`config.mk`:
```
export PLATFORM = sky130hd
export DESIGN_NAME = fsf_top
export DESIGN_NICKNAME = d
export VERILOG_FILES = /design/src/design/fsf_pkg.sv /design/src/design/fsf_top.sv
export VERILOG_INCLUDE_DIRS = /design/src /design/src/design
export SDC_FILE = /design/constraint.sdc
export NUM_CORES = 1
export LEC_CHECK = 0
export ABC_AREA = 1
export BUFFER_PORTS_ARGS = -buffer_cell sky130_fd_sc_hd__buf_2
export CAP_MARGIN = 10
export CORE_MARGIN = 3
export CORE_UTILIZATION = 35
export CTS_BUF_LIST = sky130_fd_sc_hd__clkbuf_8
export DETAILED_ROUTE_END_ITERATION = 10
export PLACE_DENSITY = 0.73
export SLEW_MARGIN = 5
export SYNTH_ARGS = -nofsm -noshare
export SYNTH_HDL_FRONTEND = slang
export SYNTH_SLANG_ARGS = --single-unit
```
`constraint.sdc`:
```
create_clock -name hclk -period 1.3 [get_ports hclk]
set_clock_uncertainty 0.05 [all_clocks]
set_input_delay 0.13 -clock hclk [delete_from_list [all_inputs] [get_ports hclk]]
set_output_delay 0.13 -clock hclk [all_outputs]
set_load 0.1 [all_outputs]
```
`src/design/fsf_consts.svh`:
```
// Register indices, field positions, reset values and bus codes of the fault status flags block.
// Assumes inclusion by the top module after the timescale directive.
`ifndef FSF_CONSTS_SVH
`define FSF_CONSTS_SVH

// Register indices; byte address is four times the index.
`define FSF_IDX_MONITOR_STATUS 6'h00
`define FSF_IDX_SUPPLY_HEALTH 6'h01
`define FSF_IDX_POWER_PATH 6'h02
`define FSF_IDX_MONITOR_CAPTURE 6'h2A
`define FSF_IDX_SUPPLY_CAPTURE 6'h2B
`define FSF_IDX_POWER_CAPTURE 6'h2C
`define FSF_IDX_IRQ_STATUS 6'h30
`define FSF_IDX_IRQ_MASK 6'h31
`define FSF_IDX_CAPTURE_CLEAR 6'h32

// Field positions.
`define FSF_SH_ORFET_BIT 6
`define FSF_PP_FAULT_BIT 0
`define FSF_PP_OCP_BIT 2
`define FSF_CLR_FAULT_BIT 3
`define FSF_IRQ_MONITOR_BIT 0
`define FSF_IRQ_SUPPLY_BIT 1
`define FSF_IRQ_POWER_BIT 2

// Reset values.
`define FSF_RST_BYTE 8'h00
`define FSF_RST_IRQ 3'h0
`define FSF_RST_WORD 32'h0000_0000

// AHB codes.
`define FSF_HTRANS_NONSEQ_BIT 1
`define FSF_HRESP_OKAY 1'h0

`endif

```
`src/design/fsf_pkg.sv`:
```
// Types shared by the fault status flags block.
// Assumes the condition signals are synchronous to hclk.
package fsf_pkg;

  typedef logic [7:0] fsf_byte_t;

  typedef struct packed {
    logic [4:0] monitor_pins;
    logic ocp_timeout;
    logic uv_fault;
    logic ov_fault;
  } fsf_monitor_s;

  typedef struct packed {
    logic supply_rail_overvoltage;
    logic ext_ref_ok;
    logic int_ref_ok;
    logic gnd_ok;
    logic below_supply_lockout_level;
    logic power_mgmt_fault;
    logic reverse_ok;
    logic pulse_present;
    logic power_enable_good;
    logic load_voltage_good;
    logic share_ok;
  } fsf_health_s;

  typedef struct packed {
    logic ocp_event;
    logic ocp_timer_running;
    logic output_good_pin_state;
    logic power_on_link_pin;
    logic power_enable_pin;
    logic power_on_request_pin;
    logic mains_sense_pin;
  } fsf_path_s;

endpackage

```
`src/design/fsf_top.sv`:
```
// Top module of the fault status flags block: live status, capture registers, AHB-Lite slave.
// Assumes a single AHB-Lite master, hclk at 100 MHz and conditions synchronous to hclk.
`timescale 1ns/1ps
`include "fsf_consts.svh"

// Summary of operation
// - Supply health bit 0 is high when supply rail overvoltage is detected.
// - Supply health bit 1 is low when the external reference is overloaded.
// - Supply health bit 2 is low when the internal reference lacks integrity.
// - Supply health bit 3 is low when the ground connection is open.
// - Supply health bit 4 is low on lockout or power management fault.
// - Supply health bit 5 is low on excessive switch reverse voltage.
// - Supply health bit 6 is AND of pulse, enable, load and reverse good.
// - Supply health bit 7 is low when current share is out of limits.
// - Power path bit 0 latches on overvoltage, undervoltage or overcurrent event.
// - Power path bit 1 is high while mains sense pulses are present.
// - Power path bit 2 is high once overcurrent timer is running.
// - Power path bits 3 to 7 show the five control pin states.
// - Monitor capture latches monitor flags, timeout, undervoltage and overvoltage faults.
// - Supply capture latches the eight supply health fault conditions.
// - Monitor status shows monitor pins, timeout, undervoltage and overvoltage faults.
module fsf_top (
  // Clock and reset.
  input wire logic hclk,
  input wire logic hresetn,
  // AHB-Lite slave port.
  input wire logic hsel,
  input wire logic [31:0] haddr,
  input wire logic [1:0] htrans,
  input wire logic hwrite,
  input wire logic [2:0] hsize,
  input wire logic [31:0] hwdata,
  input wire logic hready,
  output logic [31:0] hrdata,
  output logic hreadyout,
  output logic hresp,
  // Detector conditions.
  input wire fsf_pkg::fsf_monitor_s monitor_cond,
  input wire fsf_pkg::fsf_health_s health_cond,
  input wire fsf_pkg::fsf_path_s path_cond,
  // Interrupt.
  output logic irq
);

  ////////////////////////////////////////////////////////////////////////////////
  // Declarations.

  fsf_pkg::fsf_byte_t monitor_status;
  fsf_pkg::fsf_byte_t supply_health_status;
  fsf_pkg::fsf_byte_t power_path_status;
  fsf_pkg::fsf_byte_t monitor_fault_capture;
  fsf_pkg::fsf_byte_t supply_health_capture;
  fsf_pkg::fsf_byte_t power_path_capture;
  fsf_pkg::fsf_byte_t next_supply_health;
  fsf_pkg::fsf_byte_t next_power_path;
  fsf_pkg::fsf_byte_t next_monitor;
  fsf_pkg::fsf_byte_t monitor_set;
  fsf_pkg::fsf_byte_t supply_set;
  fsf_pkg::fsf_byte_t power_set;
  logic [2:0] irq_status;
  logic [2:0] irq_mask;
  logic [2:0] irq_set;
  logic [3:0] clear_pulse;
  logic fault_event;
  logic addr_ok;
  logic access;
  logic rd_access;
  logic [5:0] addr_idx;
  logic wr_pending;
  logic [5:0] wr_idx;
  logic [31:0] next_rdata;
  logic irq_read_clear;
  logic status_valid;

  ////////////////////////////////////////////////////////////////////////////////
  // Bus decode.

  assign addr_idx = haddr[7:2];
  assign addr_ok = (haddr[31:8] == 24'h00_0000) && (haddr[1:0] == 2'h0);
  assign access = hsel && htrans[`FSF_HTRANS_NONSEQ_BIT] && hready;
  assign rd_access = access && !hwrite && addr_ok;
  assign irq_read_clear = rd_access && (addr_idx == `FSF_IDX_IRQ_STATUS);

  always_ff @(posedge hclk or negedge hresetn) begin
    if (!hresetn) begin
      wr_pending <= 1'b0;
      wr_idx <= 6'h00;
    end else begin
      wr_pending <= access && hwrite && addr_ok;
      wr_idx <= addr_idx;
    end
  end

  // Clear strobes; capture registers themselves take no write.
  always_comb begin
    clear_pulse = 4'h0;
    if (wr_pending && (wr_idx == `FSF_IDX_CAPTURE_CLEAR)) begin
      clear_pulse = hwdata[3:0];
    end
  end

  ////////////////////////////////////////////////////////////////////////////////
  // Live status words.

  always_comb begin
    next_monitor = {monitor_cond.ov_fault, monitor_cond.uv_fault, monitor_cond.ocp_timeout,
                    monitor_cond.monitor_pins};
    next_supply_health[0] = health_cond.supply_rail_overvoltage;
    next_supply_health[1] = health_cond.ext_ref_ok;
    next_supply_health[2] = health_cond.int_ref_ok;
    next_supply_health[3] = health_cond.gnd_ok;
    next_supply_health[4] = !(health_cond.below_supply_lockout_level ||
                              health_cond.power_mgmt_fault);
    next_supply_health[5] = health_cond.reverse_ok;
    next_supply_health[`FSF_SH_ORFET_BIT] = health_cond.pulse_present &&
      health_cond.power_enable_good && health_cond.load_voltage_good &&
      health_cond.reverse_ok;
    next_supply_health[7] = health_cond.share_ok;
  end

  assign fault_event = monitor_cond.ov_fault || monitor_cond.uv_fault ||
                       path_cond.ocp_event;

  always_comb begin
    next_power_path[`FSF_PP_FAULT_BIT] = fault_event ||
      (power_path_status[`FSF_PP_FAULT_BIT] && !clear_pulse[`FSF_CLR_FAULT_BIT]);
    next_power_path[1] = health_cond.pulse_present;
    next_power_path[`FSF_PP_OCP_BIT] = path_cond.ocp_timer_running;
    next_power_path[7:3] = {path_cond.mains_sense_pin, path_cond.power_on_request_pin,
                            path_cond.power_enable_pin, path_cond.power_on_link_pin,
                            path_cond.output_good_pin_state};
  end

  always_ff @(posedge hclk or negedge hresetn) begin
    if (!hresetn) begin
      monitor_status <= `FSF_RST_BYTE;
      supply_health_status <= `FSF_RST_BYTE;
      power_path_status <= `FSF_RST_BYTE;
    end else begin
      monitor_status <= next_monitor;
      supply_health_status <= next_supply_health;
      power_path_status <= next_power_path;
    end
  end

  ////////////////////////////////////////////////////////////////////////////////
  // Capture registers.

  // Status words hold reset values until the first edge, so nothing is captured before then.
  always_ff @(posedge hclk or negedge hresetn) begin
    if (!hresetn) begin
      status_valid <= 1'b0;
    end else begin
      status_valid <= 1'b1;
    end
  end

  // Fault conditions: high flags latch as they are, good flags latch when low.
  assign monitor_set = monitor_status & {8{status_valid}};
  assign supply_set = {~supply_health_status[7:1], supply_health_status[0]} &
                      {8{status_valid}};
  assign power_set = power_path_status & {8{status_valid}};

  genvar gi;
  generate
    for (gi = 0; gi < 8; gi = gi + 1) begin : g_capture
      always_ff @(posedge hclk or negedge hresetn) begin
        if (!hresetn) begin
          monitor_fault_capture[gi] <= 1'b0;
          supply_health_capture[gi] <= 1'b0;
          power_path_capture[gi] <= 1'b0;
        end else begin
          // Set wins over clear; the bit holds otherwise.
          monitor_fault_capture[gi] <= monitor_set[gi] ||
            (monitor_fault_capture[gi] && !clear_pulse[0]);
          supply_health_capture[gi] <= supply_set[gi] ||
            (supply_health_capture[gi] && !clear_pulse[1]);
          power_path_capture[gi] <= power_set[gi] ||
            (power_path_capture[gi] && !clear_pulse[2]);
        end
      end
    end
  endgenerate

  ////////////////////////////////////////////////////////////////////////////////
  // Interrupts.

  assign irq_set[`FSF_IRQ_MONITOR_BIT] = |(monitor_set & ~monitor_fault_capture);
  assign irq_set[`FSF_IRQ_SUPPLY_BIT] = |(supply_set & ~supply_health_capture);
  assign irq_set[`FSF_IRQ_POWER_BIT] = |(power_set & ~power_path_capture);

  always_ff @(posedge hclk or negedge hresetn) begin
    if (!hresetn) begin
      irq_status <= `FSF_RST_IRQ;
    end else begin
      irq_status <= irq_set | (irq_status & {3{!irq_read_clear}});
    end
  end

  always_ff @(posedge hclk or negedge hresetn) begin
    if (!hresetn) begin
      irq_mask <= `FSF_RST_IRQ;
    end else if (wr_pending && (wr_idx == `FSF_IDX_IRQ_MASK)) begin
      irq_mask <= hwdata[2:0];
    end
  end

  always_ff @(posedge hclk or negedge hresetn) begin
    if (!hresetn) begin
      irq <= 1'b0;
    end else begin
      irq <= |(irq_status & irq_mask);
    end
  end

  ////////////////////////////////////////////////////////////////////////////////
  // Read data and response.

  always_comb begin
    next_rdata = `FSF_RST_WORD;
    if (addr_ok) begin
      unique case (addr_idx)
        `FSF_IDX_MONITOR_STATUS: next_rdata = {24'h00_0000, monitor_status};
        `FSF_IDX_SUPPLY_HEALTH: next_rdata = {24'h00_0000, supply_health_status};
        `FSF_IDX_POWER_PATH: next_rdata = {24'h00_0000, power_path_status};
        `FSF_IDX_MONITOR_CAPTURE: next_rdata = {24'h00_0000, monitor_fault_capture};
        `FSF_IDX_SUPPLY_CAPTURE: next_rdata = {24'h00_0000, supply_health_capture};
        `FSF_IDX_POWER_CAPTURE: next_rdata = {24'h00_0000, power_path_capture};
        `FSF_IDX_IRQ_STATUS: next_rdata = {29'h0000_0000, irq_status};
        `FSF_IDX_IRQ_MASK: next_rdata = {29'h0000_0000, irq_mask};
        default: next_rdata = `FSF_RST_WORD;
      endcase
    end
  end

  always_ff @(posedge hclk or negedge hresetn) begin
    if (!hresetn) begin
      hrdata <= `FSF_RST_WORD;
    end else if (access) begin
      hrdata <= hwrite ? `FSF_RST_WORD : next_rdata;
    end
  end

  always_ff @(posedge hclk or negedge hresetn) begin
    if (!hresetn) begin
      hreadyout <= 1'b1;
      hresp <= `FSF_HRESP_OKAY;
    end else begin
      hreadyout <= 1'b1;
      hresp <= `FSF_HRESP_OKAY;
    end
  end

  ////////////////////////////////////////////////////////////////////////////////
  // Assertions.

  a_supply_ov_flag: assert property (@(posedge hclk) disable iff (!hresetn)
    health_cond.supply_rail_overvoltage |=> supply_health_status[0])
    else $error("supply overvoltage flag not set");

  a_ext_ref_flag: assert property (@(posedge hclk) disable iff (!hresetn)
    !health_cond.ext_ref_ok |=> !supply_health_status[1] ##1 1'b1)
    else $error("external reference flag not low");

  a_supply_ok_flag: assert property (@(posedge hclk) disable iff (!hresetn)
    (health_cond.below_supply_lockout_level || health_cond.power_mgmt_fault)
    |=> !supply_health_status[4])
    else $error("supply good flag not low");

  a_switch_ok_and: assert property (@(posedge hclk) disable iff (!hresetn)
    hresetn |=> supply_health_status[`FSF_SH_ORFET_BIT] ==
    $past(health_cond.pulse_present &&
    health_cond.power_enable_good && health_cond.load_voltage_good &&
    health_cond.reverse_ok))
    else $error("switch good flag is not the AND of its inputs");

  a_fault_latch_hold: assert property (@(posedge hclk) disable iff (!hresetn)
    fault_event ##1 (!clear_pulse[`FSF_CLR_FAULT_BIT])[*2]
    |-> power_path_status[`FSF_PP_FAULT_BIT] ##1 power_path_status[`FSF_PP_FAULT_BIT])
    else $error("fault latch lost without clear");

  a_pin_mirror: assert property (@(posedge hclk) disable iff (!hresetn)
    hresetn |=> power_path_status[7:3] == $past({path_cond.mains_sense_pin,
    path_cond.power_on_request_pin, path_cond.power_enable_pin,
    path_cond.power_on_link_pin, path_cond.output_good_pin_state}))
    else $error("pin states not mirrored");

  a_monitor_capture: assert property (@(posedge hclk) disable iff (!hresetn)
    monitor_cond.ov_fault |=> ##1 monitor_fault_capture[7])
    else $error("overvoltage not captured");

  a_capture_ro: assert property (@(posedge hclk) disable iff (!hresetn)
    (supply_health_capture != 8'h00) && !clear_pulse[1] |=> supply_health_capture != 8'h00)
    else $error("supply capture changed without clear");

  a_capture_sticky: assert property (@(posedge hclk) disable iff (!hresetn)
    power_path_capture[1] && !clear_pulse[2] |=> power_path_capture[1])
    else $error("capture bit dropped without clear");

  a_irq_level: assert property (@(posedge hclk) disable iff (!hresetn)
    hresetn |=> irq == $past(|(irq_status & irq_mask)))
    else $error("interrupt output does not follow masked status");

  a_int_ref_flag: assert property (@(posedge hclk) disable iff (!hresetn)
    !health_cond.int_ref_ok |=> !supply_health_status[2])
    else $error("internal reference flag not low");

  a_ground_flag: assert property (@(posedge hclk) disable iff (!hresetn)
    !health_cond.gnd_ok |=> !supply_health_status[3])
    else $error("ground flag not low");

  a_reverse_flag: assert property (@(posedge hclk) disable iff (!hresetn)
    !health_cond.reverse_ok |=> !supply_health_status[5])
    else $error("reverse voltage flag not low");

  a_share_flag: assert property (@(posedge hclk) disable iff (!hresetn)
    !health_cond.share_ok |=> !supply_health_status[7])
    else $error("current share flag not low");

  a_pulse_flag: assert property (@(posedge hclk) disable iff (!hresetn)
    hresetn |=> power_path_status[1] == $past(health_cond.pulse_present))
    else $error("pulse flag does not follow pulse presence");

  a_ocp_timer_flag: assert property (@(posedge hclk) disable iff (!hresetn)
    hresetn |=> power_path_status[`FSF_PP_OCP_BIT] == $past(path_cond.ocp_timer_running))
    else $error("overcurrent timer flag does not follow the timer");

  a_fault_latch_set: assert property (@(posedge hclk) disable iff (!hresetn)
    fault_event |=> power_path_status[`FSF_PP_FAULT_BIT])
    else $error("fault latch not set");

  a_fault_latch_clear: assert property (@(posedge hclk) disable iff (!hresetn)
    clear_pulse[`FSF_CLR_FAULT_BIT] && !fault_event |=>
    !power_path_status[`FSF_PP_FAULT_BIT])
    else $error("fault latch not cleared");

  a_monitor_live: assert property (@(posedge hclk) disable iff (!hresetn)
    hresetn |=> monitor_status == $past({monitor_cond.ov_fault, monitor_cond.uv_fault,
    monitor_cond.ocp_timeout, monitor_cond.monitor_pins}))
    else $error("monitor status word out of order");

  a_supply_capture: assert property (@(posedge hclk) disable iff (!hresetn)
    hresetn && !health_cond.share_ok |=> ##1 supply_health_capture[7])
    else $error("share fault not captured");

  a_power_capture: assert property (@(posedge hclk) disable iff (!hresetn)
    hresetn && path_cond.mains_sense_pin |=> ##1 power_path_capture[7])
    else $error("mains sense state not captured");

  a_no_reset_capture: assert property (@(posedge hclk) disable iff (!hresetn)
    !status_valid |=> supply_health_capture == 8'h00)
    else $error("fault captured from reset values");

  a_capture_clear: assert property (@(posedge hclk) disable iff (!hresetn)
    clear_pulse[0] && (monitor_set == 8'h00) |=> monitor_fault_capture == 8'h00)
    else $error("monitor capture not cleared");

  a_mask_write: assert property (@(posedge hclk) disable iff (!hresetn)
    wr_pending && (wr_idx == `FSF_IDX_IRQ_MASK) |=> irq_mask == $past(hwdata[2:0]))
    else $error("interrupt mask not written");

  a_irq_read_clear: assert property (@(posedge hclk) disable iff (!hresetn)
    irq_read_clear && (irq_set == 3'h0) |=> irq_status == 3'h0)
    else $error("interrupt status not cleared by read");

  a_read_data: assert property (@(posedge hclk) disable iff (!hresetn)
    rd_access && (addr_idx == `FSF_IDX_SUPPLY_HEALTH) |=>
    hrdata == {24'h00_0000, $past(supply_health_status)})
    else $error("read data does not match the register");

  a_write_data_zero: assert property (@(posedge hclk) disable iff (!hresetn)
    access && hwrite |=> hrdata == `FSF_RST_WORD)
    else $error("read data not zero after a write");

endmodule

```
==> impl_metrics.csv <==
group,metric,value,unit
status,outcome,"complete, but fails checks",
status,failed_checks,"negative hold slack, negative setup slack",
global_routing,grt_antenna_before_repair,0,
sta,rsz0062_at_grt,"true",
placement,post-dp-hpwl,6.69,mm
power,finalPower,4610,uW
hold_path,hold_depth,4,
setup_path,reg2reg_to,"supply_health_capture[2]$_DFF_PN0_",
setup_path,crit_start,"wr_idx[2]$_DFF_PN0_",
synth,ys_warn_count,0,
power,ir_drop,589,uV
sta,drv_slew,0,
sta,fin_crit_sh,1.02,
synth,syn_area_per_cell,8.05,um2
cts,cts_buffers,9,
setup_path,regToRegStartpoint,"wr_idx[2]$_DFF_PN0_",
cts,numClockSinks,71,
final_layout,nNetsFinal,660,
synth,synth_top_area_share,0.510,
route,vias_per_cell,4.74,
synth,synthCells,433,
setup_path,cp_max_fo,11,
route,post_drt_wl_per_cell,13.0,um
cts,clock_path_buffers,2,
die,row_count,35,
final_layout,n_antenna_cell,0,
route,dr.first_iter.drc_count,209,
power,powerDensity,993,mW/mm2
cts,htreeDepth,3,
cts,path_clk_slew,0.07,ns
setup_path,worstPathRequired,1.49,ns
final_layout,final_area,0.00464,mm2
die,die_h,106,um
die,die_area,0.0112,mm2
cts,clock-root-buffer,"clkbuf_8",
synth,synth-seq-cells,71,
final_layout,finish.utilization,0.491,
final_layout,syn2layout_area_growth,33.1,%
placement,placed_cell_area,0.00405,mm2
global_routing,grt_pass1_wl,14.9,mm
cts,clk_latency,0.36,ns
route,route.antenna.remaining_nets,0,
die,ios,135,
route,first_pass_iters,5,
sta,setup_viol,12,
die,dieWidth,106,um
global_routing,track_usage,0.167,
setup_path,ff2ff_setup_slack,-0.03,ns
global_routing,grt_pass1_vias,3270,
sta,worst_slack,-0.0284,ns
sta,holdWs,-0.00380,ns
placement,port_buffers,76,
hold_path,min_path_type,"in2reg",
sta,fin_crit,1.33,ns
setup_path,critPathKind,"reg2reg",
power,cellLeakagePower,0.00240,uW
cts,tritoncts,"yes",
route,drc,0,
setup_path,crit_arrival,1.52,ns
route,vias,3282,
global_routing,gr-total-overflow,0,
synth,synth_area_leader_cell,"dfrtp_1",
setup_path,reg2reg_depth,6,
die,initial_utilization,0.369,
route,routed_wirelength,8.99,mm
synth,seq_area_frac_synth,0.510,
hold_path,min_from,"hwdata[3]",
synth,synth_area_leaders,"dfrtp_1 51%, nand2_1 14%, buf_4 5.8%, nor2_1 4.5%, o21ai_0 4.3%",
synth,ys_types,22,
synth,syn_area,0.00349,mm2
setup_path,start_kind,"register",
final_layout,layout-drive-gt1-share,0.234,
final_layout,fill_cells,909,
sta,finalHoldViolCount,1,
hold_path,min_delay_worst_endpoint,"power_path_status[0]$_DFF_PN0_",
job,drv_cap,0,
sta,fmax,753,MHz
setup_path,endpoint_kind,"register",
global_routing,grt_max_degree,72,
die,coreArea,0.00946,mm2
placement,finalWeightedCongestion,0.909,
placed cells by master, fill, tap and decap left out, types with 19 or more instances in the layout:
cell / instances
dfrtp_1: 71
nand2_1: 134
nand3_1: 29
dlygate4sd3_1: 33
o21ai_1: 20
nand4_1: 19
conb_1: 27
inv_1: 38
nor2_1: 39
buf_2: 67
repair_timing:
item | 4_1_cts | 5_1_grt
gates resized for setup | 21 | 22
endpoints found under the hold margin | 101 | 0
hold buffers | 33 | 0
endpoints found under the setup margin | 39 | 31
pin swaps | 2 | 4
buffers inserted | 0 | 0
final cells by class:
cell class / count / area [um2] / share of cell area
flip-flops and latches: 71 / 1780 / 0.383
repair buffers: 125 / 915 / 0.197
clock buffers: 10 / 138 / 0.0296
inverters: 42 / 158 / 0.0340
well taps: 129 / 161 / 0.0348
multi-input cells: 311 / 1460 / 0.314
clock inverters: 5 / 35.0 / 0.00755
report_power, final:
part | internal (uW) | switching, uW | total [uW]
sequential | 2250 | 39.0 | 2290
combinational | 216 | 554 | 770
clock | 727 | 819 | 1550
total | 3200 | 1410 | 4610
critical path: stages (launching register included):
cell     delay [ns]
dfrtp_1        0.37
nor3_2         0.22
nand3_1        0.12
buf_6          0.18
nor2_4         0.08
buf_6          0.12
o22ai_1        0.07
Yosys cell counts:
cell type	number
nand2_2	2
nand3_1	29
o2111ai_1	3
nor2_4	5
inv_2	3
dfrtp_1	71
o21ai_2	1
o21ai_0	30
buf_6	1
nand3_2	1
o31ai_1	2
nor2_2	4
inv_1	39
nor2_1	42
nand2_1	134
buf_4	27
nor3_1	4
nand4_1	19
conb_1	2
buf_2	6
o22ai_1	7
and3b_1	1
state kept, by name, indices dropped and copies added (netlist names):
name                   count
hrdata                     8
irq                        1
irq_mask                   3
irq_status                 3
monitor_fault_capture      8
monitor_status             8
power_path_capture         8
power_path_status          8
status_valid               1
supply_health_capture      8
supply_health_status       8
wr_idx                     6
wr_pending                 1
layer usage:
layer / GRT usage / routed length (um) / vias up / part of all wire
li1: - / - / 1595 / -
met1: 0.206 / 3810 / 1490 / 0.42
met2: 0.277 / 4150 / 173 / 0.46
met3: 0.0551 / 838 / 24 / 0.093
met4: 0.0546 / 192 / 0 / 0.021
met5: 0 / 0 / - / 0
metrics by stage:
step	setup slack (ns)	hold slack, ns	setup TNS, ns	std cells
finish	-0.0284	-0.00380	-0.122	693
global route	-0.168	0.0282	-2.23	693
CTS	-0.0343	0.00311	-0.224	693
detailed placement	-0.174	0.133	-2.96	645
global placement	-0.121	0.126	-1.76	645
floorplan	0.0114	-0.216	0	458
kinds of logic (layout without fill, tap and decap cells):
family	count (synthesis)	in the layout	synth area share
and+or+nand+nor	241	241	0.303
buffers and inverters	76	182	0.115
DFF	71	71	0.510
AOI/OAI and AO/OA	43	43	0.0700
other	2	27	0.00215
how the worst max path moves through the flow:
| stage | end | cells after the start |
|---|---|---|
| CTS | monitor_fault_capture[5]$_DFF_PN0_ | 6 |
| detailed placement | monitor_fault_capture[5]$_DFF_PN0_ | 5 |
| global route | irq_mask[1]$_DFFE_PN0P_ | 6 |
| finish | supply_health_capture[2]$_DFF_PN0_ | 6 |
| floorplan | irq_status[1]$_DFF_PN0_ | 8 |
| global placement | monitor_fault_capture[7]$_DFF_PN0_ | 5 |
No activity file was read; power rests on OpenSTA's default activity.
